--- src/tmw_cfg.svh ---
// Offsets, field positions, reset values and divider masks of the timer.
`ifndef TMW_CFG_SVH
`define TMW_CFG_SVH
`define TMW_OFS_CTL 8'h00
`define TMW_OFS_CNT 8'h04
`define TMW_OFS_CMP 8'h08
`define TMW_OFS_FLG 8'h0C
`define TMW_OFS_AUX 8'h10
`define TMW_FLG_OVF 0
`define TMW_FLG_CMP 1
`define TMW_AUX_DIR 0
`define TMW_AUX_PORT 1
`define TMW_AUX_ASYNC 2
`define TMW_RST_CTL 8'h00
`define TMW_RST_CNT 8'h00
`define TMW_RST_CMP 8'h00
`define TMW_RST_AUX 3'h0
`define TMW_MAX 8'hFF
`define TMW_MAX_M1 8'hFE
`define TMW_MASK_8 10'h007
`define TMW_MASK_32 10'h01F
`define TMW_MASK_64 10'h03F
`define TMW_MASK_128 10'h07F
`define TMW_MASK_256 10'h0FF
`define TMW_MASK_1024 10'h3FF
`define TMW_RESP_OKAY 2'h0
`define TMW_RESP_SLVERR 2'h2
`endif

--- src/tmw_pkg.sv ---
// Types shared by the timer waveform block.
package tmw_pkg;
  // Control register layout, bit 7 down to bit 0.
  typedef struct packed {
    logic force_strobe;
    logic wave_lo;
    logic [1:0] output_action_select;
    logic wave_hi;
    logic [2:0] clock_source_select;
  } tmw_ctl_type;
  // Waveform modes as {wave_hi, wave_lo}.
  typedef enum logic [1:0] {
    TMW_NORMAL = 2'h0,
    TMW_PHASE = 2'h1,
    TMW_CTC = 2'h2,
    TMW_FAST = 2'h3
  } tmw_mode_type;
  // Compare output pin as two signals.
  typedef struct packed {
    logic level;
    logic oe_n;
  } tmw_pin_type;
endpackage

--- src/tmw_timer.sv ---
// Eight-bit timer with compare output waveform generation and AXI4-Lite.
//
// Decided for this implementation: the placing of the registers and the AXI4-Lite register port.
`timescale 1ns/1ns
`include "tmw_cfg.svh"
module tmw_timer (
  // Clock and reset.
  input wire logic aclk,
  input wire logic aresetn,
  // Write address and data channels.
  input wire logic [7:0] s_awaddr,
  input wire logic s_awvalid,
  output logic s_awready,
  input wire logic [31:0] s_wdata,
  input wire logic [3:0] s_wstrb,
  input wire logic s_wvalid,
  output logic s_wready,
  // Write response channel.
  output logic [1:0] s_bresp,
  output logic s_bvalid,
  input wire logic s_bready,
  // Read channels.
  input wire logic [7:0] s_araddr,
  input wire logic s_arvalid,
  output logic s_arready,
  output logic [31:0] s_rdata,
  output logic [1:0] s_rresp,
  output logic s_rvalid,
  input wire logic s_rready,
  // Timer oscillator tick, synchronous to aclk.
  input wire logic osc_tick,
  // Compare output pin and flag levels.
  output tmw_pkg::tmw_pin_type compare_output_pin,
  output logic overflow_flag,
  output logic compare_flag
);
  import tmw_pkg::*;

  ////////////////////////////////////////////////////////////////////////
  // Register bus.

  tmw_ctl_type ctl_reg;
  logic [7:0] cnt_reg;
  logic [7:0] cmp_buf_reg;
  logic [7:0] cmp_act_reg;
  logic [1:0] flg_reg;
  logic [2:0] aux_reg;
  logic aw_got_reg;
  logic w_got_reg;
  logic [7:0] aw_addr_reg;
  logic [7:0] w_data_reg;
  logic w_en_reg;
  logic bvalid_reg;
  logic [1:0] bresp_reg;
  logic rvalid_reg;
  logic [31:0] rdata_reg;
  logic [1:0] rresp_reg;
  logic do_wr;
  logic wr_ctl;
  logic wr_cnt;
  logic wr_cmp;
  logic wr_flg;
  logic wr_aux;

  // True for the five mapped word addresses.
  function automatic logic mapped(input logic [7:0] a);
    mapped = (a == `TMW_OFS_CTL) || (a == `TMW_OFS_CNT) ||
      (a == `TMW_OFS_CMP) || (a == `TMW_OFS_FLG) || (a == `TMW_OFS_AUX);
  endfunction

  // Address and data are taken in either order; the write fires once both
  // are held, so the response lags the later one by one cycle.
  assign s_awready = !aw_got_reg && !bvalid_reg;
  assign s_wready = !w_got_reg && !bvalid_reg;
  assign do_wr = aw_got_reg && w_got_reg && !bvalid_reg;
  assign wr_ctl = do_wr && w_en_reg && (aw_addr_reg == `TMW_OFS_CTL);
  assign wr_cnt = do_wr && w_en_reg && (aw_addr_reg == `TMW_OFS_CNT);
  assign wr_cmp = do_wr && w_en_reg && (aw_addr_reg == `TMW_OFS_CMP);
  assign wr_flg = do_wr && w_en_reg && (aw_addr_reg == `TMW_OFS_FLG);
  assign wr_aux = do_wr && w_en_reg && (aw_addr_reg == `TMW_OFS_AUX);
  assign s_bvalid = bvalid_reg;
  assign s_bresp = bresp_reg;
  assign s_arready = !rvalid_reg;
  assign s_rvalid = rvalid_reg;
  assign s_rdata = rdata_reg;
  assign s_rresp = rresp_reg;

  // Write channel capture and response.
  always_ff @(posedge aclk)
  begin
    if (!aresetn)
    begin
      aw_got_reg <= 1'b0;
      w_got_reg <= 1'b0;
      aw_addr_reg <= 8'h00;
      w_data_reg <= 8'h00;
      w_en_reg <= 1'b0;
      bvalid_reg <= 1'b0;
      bresp_reg <= `TMW_RESP_OKAY;
    end
    else
    begin
      if (s_awvalid && s_awready)
      begin
        aw_got_reg <= 1'b1;
        aw_addr_reg <= s_awaddr;
      end
      if (s_wvalid && s_wready)
      begin
        w_got_reg <= 1'b1;
        w_data_reg <= s_wdata[7:0];
        w_en_reg <= s_wstrb[0];
      end
      if (do_wr)
      begin
        aw_got_reg <= 1'b0;
        w_got_reg <= 1'b0;
        bvalid_reg <= 1'b1;
        bresp_reg <= mapped(aw_addr_reg) ? `TMW_RESP_OKAY : `TMW_RESP_SLVERR;
      end
      else if (s_bready)
        bvalid_reg <= 1'b0;
    end
  end

  // Read data; the force strobe always reads back as zero.
  always_ff @(posedge aclk)
  begin
    if (!aresetn)
    begin
      rvalid_reg <= 1'b0;
      rdata_reg <= 32'h0000_0000;
      rresp_reg <= `TMW_RESP_OKAY;
    end
    else if (s_arvalid && s_arready)
    begin
      rvalid_reg <= 1'b1;
      rresp_reg <= mapped(s_araddr) ? `TMW_RESP_OKAY : `TMW_RESP_SLVERR;
      case (s_araddr)
        `TMW_OFS_CTL: rdata_reg <= {24'h0, 1'b0, ctl_reg[6:0]};
        `TMW_OFS_CNT: rdata_reg <= {24'h0, cnt_reg};
        `TMW_OFS_CMP: rdata_reg <= {24'h0, cmp_buf_reg};
        `TMW_OFS_FLG: rdata_reg <= {30'h0, flg_reg};
        `TMW_OFS_AUX: rdata_reg <= {29'h0, aux_reg};
        default: rdata_reg <= 32'h0000_0000;
      endcase
    end
    else if (s_rready)
      rvalid_reg <= 1'b0;
  end

  // Control and auxiliary registers; the strobe bit is never stored.
  always_ff @(posedge aclk)
  begin
    if (!aresetn)
    begin
      ctl_reg <= `TMW_RST_CTL;
      aux_reg <= `TMW_RST_AUX;
    end
    else
    begin
      if (wr_ctl)
        ctl_reg <= {1'b0, w_data_reg[6:0]};
      if (wr_aux)
        aux_reg <= w_data_reg[2:0];
    end
  end

  ////////////////////////////////////////////////////////////////////////
  // Prescaler and timer tick.

  tmw_mode_type mode;
  logic fast;
  logic phase;
  logic pwm;
  logic src_tick;
  logic tick;
  logic [9:0] presc_reg;
  logic [9:0] div_mask;

  // Divider mask per clock select code; the tick fires when the masked
  // prescaler bits are all ones.
  function automatic logic [9:0] sel_mask(input logic [2:0] cs);
    case (cs)
      3'h2: sel_mask = `TMW_MASK_8;
      3'h3: sel_mask = `TMW_MASK_32;
      3'h4: sel_mask = `TMW_MASK_64;
      3'h5: sel_mask = `TMW_MASK_128;
      3'h6: sel_mask = `TMW_MASK_256;
      3'h7: sel_mask = `TMW_MASK_1024;
      default: sel_mask = 10'h000;
    endcase
  endfunction

  assign mode = tmw_mode_type'({ctl_reg.wave_hi, ctl_reg.wave_lo});
  assign fast = (mode == TMW_FAST);
  assign phase = (mode == TMW_PHASE);
  assign pwm = fast || phase;
  // The oscillator tick replaces the I/O clock as the counting source.
  assign src_tick = aux_reg[`TMW_AUX_ASYNC] ? osc_tick : 1'b1;
  assign div_mask = sel_mask(ctl_reg.clock_source_select);
  assign tick = src_tick && (ctl_reg.clock_source_select != 3'h0) &&
    ((presc_reg & div_mask) == div_mask);

  // Free-running prescaler shared by all divide ratios.
  always_ff @(posedge aclk)
  begin
    if (!aresetn)
      presc_reg <= 10'h000;
    else if (src_tick)
      presc_reg <= presc_reg + 10'h001;
  end

  ////////////////////////////////////////////////////////////////////////
  // Counter, direction and compare buffer.

  logic down_reg;
  logic blk_reg;
  logic [7:0] top_v;
  logic match;
  logic at_max;
  logic ovf_set;
  logic force_hit;

  assign top_v = (mode == TMW_CTC) ? cmp_act_reg : `TMW_MAX;
  assign at_max = (cnt_reg == `TMW_MAX);
  assign match = tick && !blk_reg && (cnt_reg == cmp_act_reg);
  assign ovf_set = tick && (phase ? (down_reg && cnt_reg == 8'h00)
    : at_max);
  // Both non-PWM modes, normal and clear-on-compare, have the low mode bit
  // clear, so that bit alone decides whether the strobe may act.
  assign force_hit = wr_ctl && w_data_reg[7] && !w_data_reg[6];

  // Counter steps; a software write takes priority over a tick.
  always_ff @(posedge aclk)
  begin
    if (!aresetn)
      cnt_reg <= `TMW_RST_CNT;
    else if (wr_cnt)
      cnt_reg <= w_data_reg;
    else if (tick)
    begin
      if (phase)
      begin
        if (down_reg)
          cnt_reg <= (cnt_reg == 8'h00) ? 8'h01 : cnt_reg - 8'h01;
        else
          cnt_reg <= at_max ? `TMW_MAX_M1 : cnt_reg + 8'h01;
      end
      else if (cnt_reg == top_v)
        cnt_reg <= 8'h00;
      else
        cnt_reg <= cnt_reg + 8'h01;
    end
  end

  // Count direction; only phase mode ever counts down.
  always_ff @(posedge aclk)
  begin
    if (!aresetn)
      down_reg <= 1'b0;
    else if (!phase)
      down_reg <= 1'b0;
    else if (tick && !down_reg && at_max)
      down_reg <= 1'b1;
    else if (tick && down_reg && cnt_reg == 8'h00)
      down_reg <= 1'b0;
  end

  // A counter write masks the match on the next tick only.
  always_ff @(posedge aclk)
  begin
    if (!aresetn)
      blk_reg <= 1'b0;
    else if (wr_cnt)
      blk_reg <= 1'b1;
    else if (tick)
      blk_reg <= 1'b0;
  end

  // The PWM modes load the active compare value at fixed points so a
  // mid-period write cannot produce a glitch pulse.
  always_ff @(posedge aclk)
  begin
    if (!aresetn)
    begin
      cmp_buf_reg <= `TMW_RST_CMP;
      cmp_act_reg <= `TMW_RST_CMP;
    end
    else
    begin
      if (wr_cmp)
        cmp_buf_reg <= w_data_reg;
      if (wr_cmp && !pwm)
        cmp_act_reg <= w_data_reg;
      else if (tick && at_max && fast)
        cmp_act_reg <= cmp_buf_reg;
      else if (tick && at_max && phase && !down_reg)
        cmp_act_reg <= cmp_buf_reg;
      // Without this a value buffered under PWM would stay stale after a
      // switch to a non-PWM mode, leaving the old top in force.
      else if (!pwm)
        cmp_act_reg <= cmp_buf_reg;
    end
  end

  // Sticky flags: write one to clear, a new event wins over the clear.
  always_ff @(posedge aclk)
  begin
    if (!aresetn)
      flg_reg <= 2'h0;
    else
    begin
      flg_reg[`TMW_FLG_OVF] <= ovf_set ||
        (flg_reg[`TMW_FLG_OVF] && !(wr_flg && w_data_reg[`TMW_FLG_OVF]));
      flg_reg[`TMW_FLG_CMP] <= match ||
        (flg_reg[`TMW_FLG_CMP] && !(wr_flg && w_data_reg[`TMW_FLG_CMP]));
    end
  end

  assign overflow_flag = flg_reg[`TMW_FLG_OVF];
  assign compare_flag = flg_reg[`TMW_FLG_CMP];

  ////////////////////////////////////////////////////////////////////////
  // Waveform generator and pin.

  logic oc_reg;
  logic [1:0] act;
  logic inv;
  tmw_pin_type pin_reg;

  assign act = ctl_reg.output_action_select;
  assign inv = act[0];

  // Output compare level. Action 1 in PWM modes is reserved and does nothing.
  always_ff @(posedge aclk)
  begin
    if (!aresetn)
      oc_reg <= 1'b0;
    else if (force_hit)
    begin
      case (w_data_reg[5:4])
        2'h1: oc_reg <= !oc_reg;
        2'h2: oc_reg <= 1'b0;
        2'h3: oc_reg <= 1'b1;
        default: oc_reg <= oc_reg;
      endcase
    end
    else if (fast && act[1])
    begin
      if (tick && at_max)
        oc_reg <= !inv;
      else if (match && cmp_act_reg != `TMW_MAX)
        oc_reg <= inv;
    end
    else if (phase && act[1])
    begin
      if (tick && at_max && !down_reg)
        oc_reg <= (cmp_buf_reg == `TMW_MAX) ? !inv : inv;
      else if (match)
        oc_reg <= (!down_reg || cnt_reg == 8'h00) ? inv : !inv;
    end
    else if (!pwm && match)
    begin
      case (act)
        2'h1: oc_reg <= !oc_reg;
        2'h2: oc_reg <= 1'b0;
        2'h3: oc_reg <= 1'b1;
        default: oc_reg <= oc_reg;
      endcase
    end
  end

  // Pin mux: compare output overrides the port bit when any action is set,
  // but only the direction bit turns the driver on.
  always_ff @(posedge aclk)
  begin
    if (!aresetn)
      pin_reg <= 2'h1;
    else
    begin
      pin_reg.level <= (act != 2'h0) ? oc_reg : aux_reg[`TMW_AUX_PORT];
      pin_reg.oe_n <= !aux_reg[`TMW_AUX_DIR];
    end
  end

  assign compare_output_pin = pin_reg;
endmodule

--- config.mk ---
export PLATFORM = sky130hd
export DESIGN_NAME = tmw_timer
export DESIGN_NICKNAME = d
export VERILOG_FILES = /design/src/tmw_pkg.sv /design/src/tmw_timer.sv
export VERILOG_INCLUDE_DIRS = /design/src
export SDC_FILE = /design/constraint.sdc
export NUM_CORES = 1
export LEC_CHECK = 0
export CAP_MARGIN = 15
export CORE_ASPECT_RATIO = 0.8
export CORE_UTILIZATION = 30
export DETAILED_ROUTE_END_ITERATION = 7
export DONT_BUFFER_PORTS = 1
export GPL_TIMING_DRIVEN = 0
export SYNTH_ARGS = -nofsm -noshare
export SYNTH_HDL_FRONTEND = slang
export SYNTH_SLANG_ARGS = --single-unit
--- constraint.sdc ---
create_clock -name aclk -period 2.4 [get_ports aclk]
set_input_delay 0 -clock aclk [delete_from_list [all_inputs] [get_ports aclk]]
set_output_delay 0 -clock aclk [all_outputs]
set_load 0.02 [all_outputs]
==> qor.txt, run 1 <==
status - completed
FP Rows - 41
fin util - 36.89%
H-tree level count - 3
WL final - 13960 µm
syn avg cell area - 8.334 µm²
Gate Count Post-Synth - 589
Initial Utilization - 30.87%
WP data required - 2640 ps
GR Overflow Total - 0
top_reg_cell synth - dfxtp_1
Reg area - 0.001643 mm²
CP Buf/Inv Count - 3
asr flop ratio synth - 0%
cell-internal power - 2.222 mW
max incr delay on CP - 380 ps
synthesis-to-finish area growth - 19.53%
placed cell areas - 0.005271 mm²
die width - 145.0 µm
largest net degree at the start of global routing - 15
gr usage total - 16.97%
combinational power share - 9.5%
Clk Latency, worst-skew pair - 340 ps
clock buffer depth - 2
RSZ-0062 raised after global routing - yes
placed insts - 829
CTS Buf Count - 9
Seq/Total Area, Yosys - 33.44%
post-route clock period utilization - 96.52%
CP Launch Type - flip-flop
Multi-input gate area - 0.003000 mm²
Post-Route Setup TNS - 0 ps
leak pwr - 2.315 nW
gr busiest metal - met2
num ports - 105
DR vias/cell - 5.078
max reg flops - 10
die height - 116.4 µm
Max Clock Skew - 5.024 ps
Setup CP Type - flip-flop to flip-flop
hpwl dp - 10360 µm
DRT antenna net count - 0
final critical-path required period - 2316 ps
Worst Hold Class - input port to flip-flop
CP max FO - 8
Post-synth EDFFs - 0
WP data arrival - 2550 ps
max_cap viols - 0
PortBufs - 0
Worst slew margin - 37.46%
first-pass GRT wire length - 22250 µm
Clock transition at path regs - 60 ps
Yosys warnings - 0
Crit. End Element - flip-flop
Reg-to-Reg Start - cnt_reg[0]$_SDFFE_PN0P_
routing usage on met1 - 24.70%
vias in the first global route - 4087
Clk Tree Root Cell - clkbuf_16
Layout fillers - 1669
Die Area - 0.01688 mm²
Final GP Congestion - 0.8774
post-DR wirelength/cell - 15.97 µm
worst slew pin tran - 931.0 ps
met2 usage - 25.32%
initial antenna violation count - 0
clock sink total - 82
PwrDens - 516.4 mW/mm²
sw frac - 26.66%
CP top delay family - simple AND/OR/NAND/NOR gates
Crit. Startpoint - cnt_reg[0]$_SDFFE_PN0P_
met3 Use GR - 3.672%
CTS tree - yes
worst-case vdd ir drop - 336.7 µV
crit-path cells - clkbuf_8 -> inv_2 -> ha_1 -> or3b_4 -> or2_1 -> buf_6 -> a32oi_1 -> o21ai_0 -> a21oi_1 -> nor3_1 -> o21a_1
share of layout cells above drive strength 1 - 13.35%
drt first pass iters - 4
Seq pwr share - 48.0%
Yosys cell types - 65
Max Clk Rate - 431.7 MHz
Diodes inserted - 0
core area - 0.01590 mm²
Hold Startpoint - s_araddr[4]
Critical-path top delay cell - or3b_4
Hold Vio Cnt, Final - 0
Post-Synthesis Cell Area - 0.004908 mm²
Synth Register Bits - 82
post-route insts no fill - 874
DR DRC count - 0
final instance area - 0.005867 mm²
Starting DRT DRC Count - 407
Clock Power Share - 42.5%
Layout Nets - 721
Design Power - 3.029 mW
via count - 4438
Slew Limit Fails - 0
final setup fails - 0
Psw - 0.8076 mW
worst paths after layout:
kind | endpoint | slack [ps] | depth (start not counted)
max | cnt_reg[4]$_SDFFE_PN0P_ | 80 | 11
min | s_rdata[4]$_SDFFE_PN0P_ | 10 | 3
max reg2reg | cnt_reg[4]$_SDFFE_PN0P_ | 80 | 11
min reg2reg | aw_addr_reg[5]$_SDFFE_PN0P_ | 470 | 2
synth_stat cells (4+ instances only):
library cell | instances | area, µm²
and2_1 | 13 | 81.33
nor2b_1 | 26 | 162.7
dfxtp_1 | 82 | 1642
a22oi_1 | 6 | 45.04
and3_1 | 7 | 43.79
nand2_1 | 88 | 330.3
o211ai_1 | 6 | 45.04
clkbuf_1 | 21 | 78.83
nand4_1 | 12 | 75.07
inv_1 | 13 | 48.80
nand2b_1 | 4 | 25.02
nand3_1 | 19 | 95.09
nor3b_1 | 5 | 37.54
buf_4 | 28 | 210.2
o21ai_0 | 20 | 100.1
xnor2_1 | 19 | 166.4
nor3_1 | 11 | 55.05
o21a_1 | 6 | 45.04
nand3b_1 | 4 | 30.03
mux2i_1 | 31 | 310.3
o211a_1 | 10 | 100.1
ha_1 | 7 | 87.58
buf_2 | 5 | 25.02
a21boi_0 | 29 | 217.7
a21oi_1 | 23 | 115.1
nor2_1 | 31 | 116.4
layout make-up:
| class | instances | area share, % |
|---|---|---|
| clock inverter | 6 | 0.7251 |
| sequential | 82 | 28.00 |
| multi-input combinational | 462 | 51.14 |
| timing repair buffer | 29 | 4.607 |
| tap | 215 | 4.585 |
| buffer | 57 | 6.206 |
| clock buffer | 10 | 3.903 |
| inverter | 13 | 0.8317 |
repair_timing:
| action | CTS | global route |
|---|---|---|
| hold endpoints to repair | 21 | 0 |
| hold buffers | 21 | 0 |
| resized for setup | 11 | 15 |
| pin swaps | 0 | 9 |
| setup endpoints to repair | 9 | 17 |
| buffers inserted | 0 | 8 |
per-stage QoR:
| stage | worst slack (ps) | hold slack [ps] |
|---|---|---|
| after floorplan | 166.5 | 137.8 |
| after global routing | -27.38 | 33.04 |
| after detailed placement | -334.9 | 142.9 |
| after CTS | 11.06 | 9.129 |
| final | 83.54 | 11.70 |
| after global placement | -401.9 | 141.5 |
power by group through the flow:
stage / Combinational, mW / Clock [mW] / Sequential, mW
2_1_floorplan: 0.215 / 0 / 1.47
3_3_place_gp: 0.252 / 0 / 1.48
3_5_place_dp: 0.255 / 0 / 1.48
4_1_cts: 0.284 / 1.31 / 1.45
5_1_grt: 0.315 / 1.37 / 1.46
6_report: 0.286 / 1.29 / 1.46
placed cells by master, fill, tap and decap left out, drive strengths merged, types with 21 or more instances in the layout:
cell type and instances:
nand2 88, a21boi 30, nor2b 26, conb 26
mux2i 31, a21oi 23, o21ai 21, buf 43
clkbuf 32, nor2 32, dfxtp 82, dlygate4sd3 21
metal layers:
metal  part of all wire, %  vias up  routed length (µm)
li1                      -     2171                   -
met1                    49     2083                6865
met2                    42      170                5841
met3                   7.8       14                1083
met4                   1.2        0                 167
met5                     0        -                   0
worst min-delay path, stage by stage:
cell	delay, ps
nor3_1	120
nand3_1	120
a21boi_0	70
logic make-up after synthesis:
family                     share of synthesized area [%]
and+or+nand+nor                                    26.38
xor gates and xnor gates                           3.926
DFF                                                33.44
adders and majority gates                          1.784
AOI/OAI and AO/OA                                  19.22
other                                            0.07640
muxes                                              7.239
buffers and inverters                              7.928
(Power assumes the default switching activity.)
==> run 2, diff against run 1 <==
Settings changed: CORE_ASPECT_RATIO 0.8 to not set.
==> run 2 against run 1 <==
Net effect:
- critical path depth decreased by 3
- clock power grew 13%
- power is 5.8% higher
- sequential share of layout area down 0.26 points
- sequential power is essentially flat
- count of clock-buffer cells in the layout unchanged
- hold slack got worse by 5.6 ps
- utilization up 0.22 points
- final area is 0.85% higher
- global-route usage increased by 0.26 points
- routed wire length is 1.1% lower
- critical path type unchanged
==> qor.txt, run 2 (synthesis results as in run 1) <==
status - completed
placed insts - 830
DR vias/cell - 5.030
drt first pass iters - 5
die height - 129.9 µm
most common cell after layout, fill and taps aside - nand2_1
Worst slew margin - 36.09%
Max Clk Rate - 429.4 MHz
Setup CP Type - flip-flop to flip-flop
FP Rows - 46
RSZ-0062 raised after global routing - yes
leak pwr - 2.336 nW
DRT antenna net count - 0
CTS tree - yes
synthesis-to-finish area growth - 20.55%
final critical-path required period - 2329 ps
CP top delay family - simple AND/OR/NAND/NOR gates
GR Overflow Total - 0
Clk Latency, worst-skew pair - 350 ps
clock buffer depth - 2
WL final - 13800 µm
WP data required - 2680 ps
PortBufs - 0
gr usage total - 17.23%
initial antenna violation count - 0
combinational power share - 9.1%
Initial Utilization - 30.79%
final instance area - 0.005917 mm²
Layout fillers - 1648
fin util - 37.11%
post-route clock period utilization - 97.04%
Worst Hold Class - input port to flip-flop
via count - 4406
Design Power - 3.204 mW
vias in the first global route - 4149
Reg area - 0.001642 mm²
Max Clock Skew - 10.25 ps
Final GP Congestion - 0.8858
PwrDens - 541.5 mW/mm²
final setup fails - 0
WP data arrival - 2610 ps
post-DR wirelength/cell - 15.75 µm
H-tree level count - 3
placed cell areas - 0.005273 mm²
die width - 129.9 µm
CP Buf/Inv Count - 1
Hold Vio Cnt, Final - 0
Layout Nets - 722
worst-case vdd ir drop - 424.3 µV
Clk Tree Root Cell - clkbuf_16
max incr delay on CP - 540 ps
share of layout cells above drive strength 1 - 13.94%
Clock Power Share - 45.4%
Critical-path top delay cell - or3b_2
Crit. End Element - flip-flop
Diodes inserted - 0
max_cap viols - 0
hpwl dp - 9995 µm
Seq pwr share - 45.4%
Slew Limit Fails - 0
crit-path cells - clkbuf_1 -> or3b_2 -> nor4_4 -> and3_2 -> mux2i_1 -> o31ai_1 -> a41o_1 -> a21oi_1
largest net degree at the start of global routing - 16
worst slew pin tran - 951.4 ps
Starting DRT DRC Count - 248
DR DRC count - 0
Post-Route Setup TNS - 0 ps
sw frac - 26.09%
Psw - 0.8359 mW
Die Area - 0.01688 mm²
CP Launch Type - flip-flop
first-pass GRT wire length - 22110 µm
CTS Buf Count - 9
num ports - 105
clock sink total - 82
Multi-input gate area - 0.003007 mm²
cell-internal power - 2.368 mW
core area - 0.01594 mm²
post-route insts no fill - 876
CP max FO - 9
Clock transition at path regs - 70 ps
most frequent cells in the layout - nand2_1, dfxtp_1, buf_4
max reg flops - 10
[run 2: cell type report]
type                    count  share of cell area [%]
plain buffers              57                   6.048
clock buffers              10                   4.039
clock inverters             6                   1.226
inverters                  13                  0.8247
multi-input cells         462                   50.81
flip-flops and latches     82                   27.74
well taps                 216                   4.568
repair buffers             30                   4.737
[run 2: power by group through the flow]
stage,Clock [mW],Combinational (mW),Sequential [mW]
floorplan,0,0.215,1.47
global placement,0,0.254,1.48
detailed placement,0,0.258,1.48
CTS,1.48,0.287,1.45
global route,1.53,0.324,1.46
finish,1.46,0.293,1.46
[run 2: repair_timing]
action	in CTS	in global routing
setup buffers	0	8
pin swaps	1	6
endpoints found under the setup margin	10	17
hold buffers	22	0
hold endpoints to repair	22	0
resized for setup	9	22
[run 2: metrics by stage]
step | hold slack [ps] | setup slack [ps]
after floorplan | 137.8 | 166.5
after global placement | 141.0 | -385.0
after detailed placement | 143.0 | -343.5
after CTS | 5.598 | 5.925
after global routing | 35.75 | -5.626
final | 6.133 | 71.12
[run 2: worst reg2reg max path, delay by kind of cell, from the launching register on]
kind            cells  cell delay [ps]
mux                 1              200
flops               1              300
simple gates        3             1120
buf+inv             1              240
compound gates      3              410
[run 2: worst paths after layout]
check / from / end / slack, ps / depth (start not counted)
min reg2reg: aw_addr_reg[6]$_SDFFE_PN0P_ / aw_addr_reg[6]$_SDFFE_PN0P_ / 460 / 2
max reg2reg: aw_addr_reg[3]$_SDFFE_PN0P_ / oc_reg$_SDFFE_PN0P_ / 70 / 8
max: aw_addr_reg[3]$_SDFFE_PN0P_ / oc_reg$_SDFFE_PN0P_ / 70 / 8
min: s_arvalid / s_rresp[1]$_SDFFE_PN0P_ / 6 / 4
[run 2: metal layers]
| layer | vias to the layer above | routed length (µm) | global-route usage [%] |
|---|---|---|---|
| met5 | - | 0 | 0 |
| met1 | 2079 | 6548 | 22.94 |
| met2 | 127 | 6246 | 27.24 |
| met3 | 24 | 702 | 3.731 |
| met4 | 0 | 303 | 6.430 |
| li1 | 2176 | - | - |
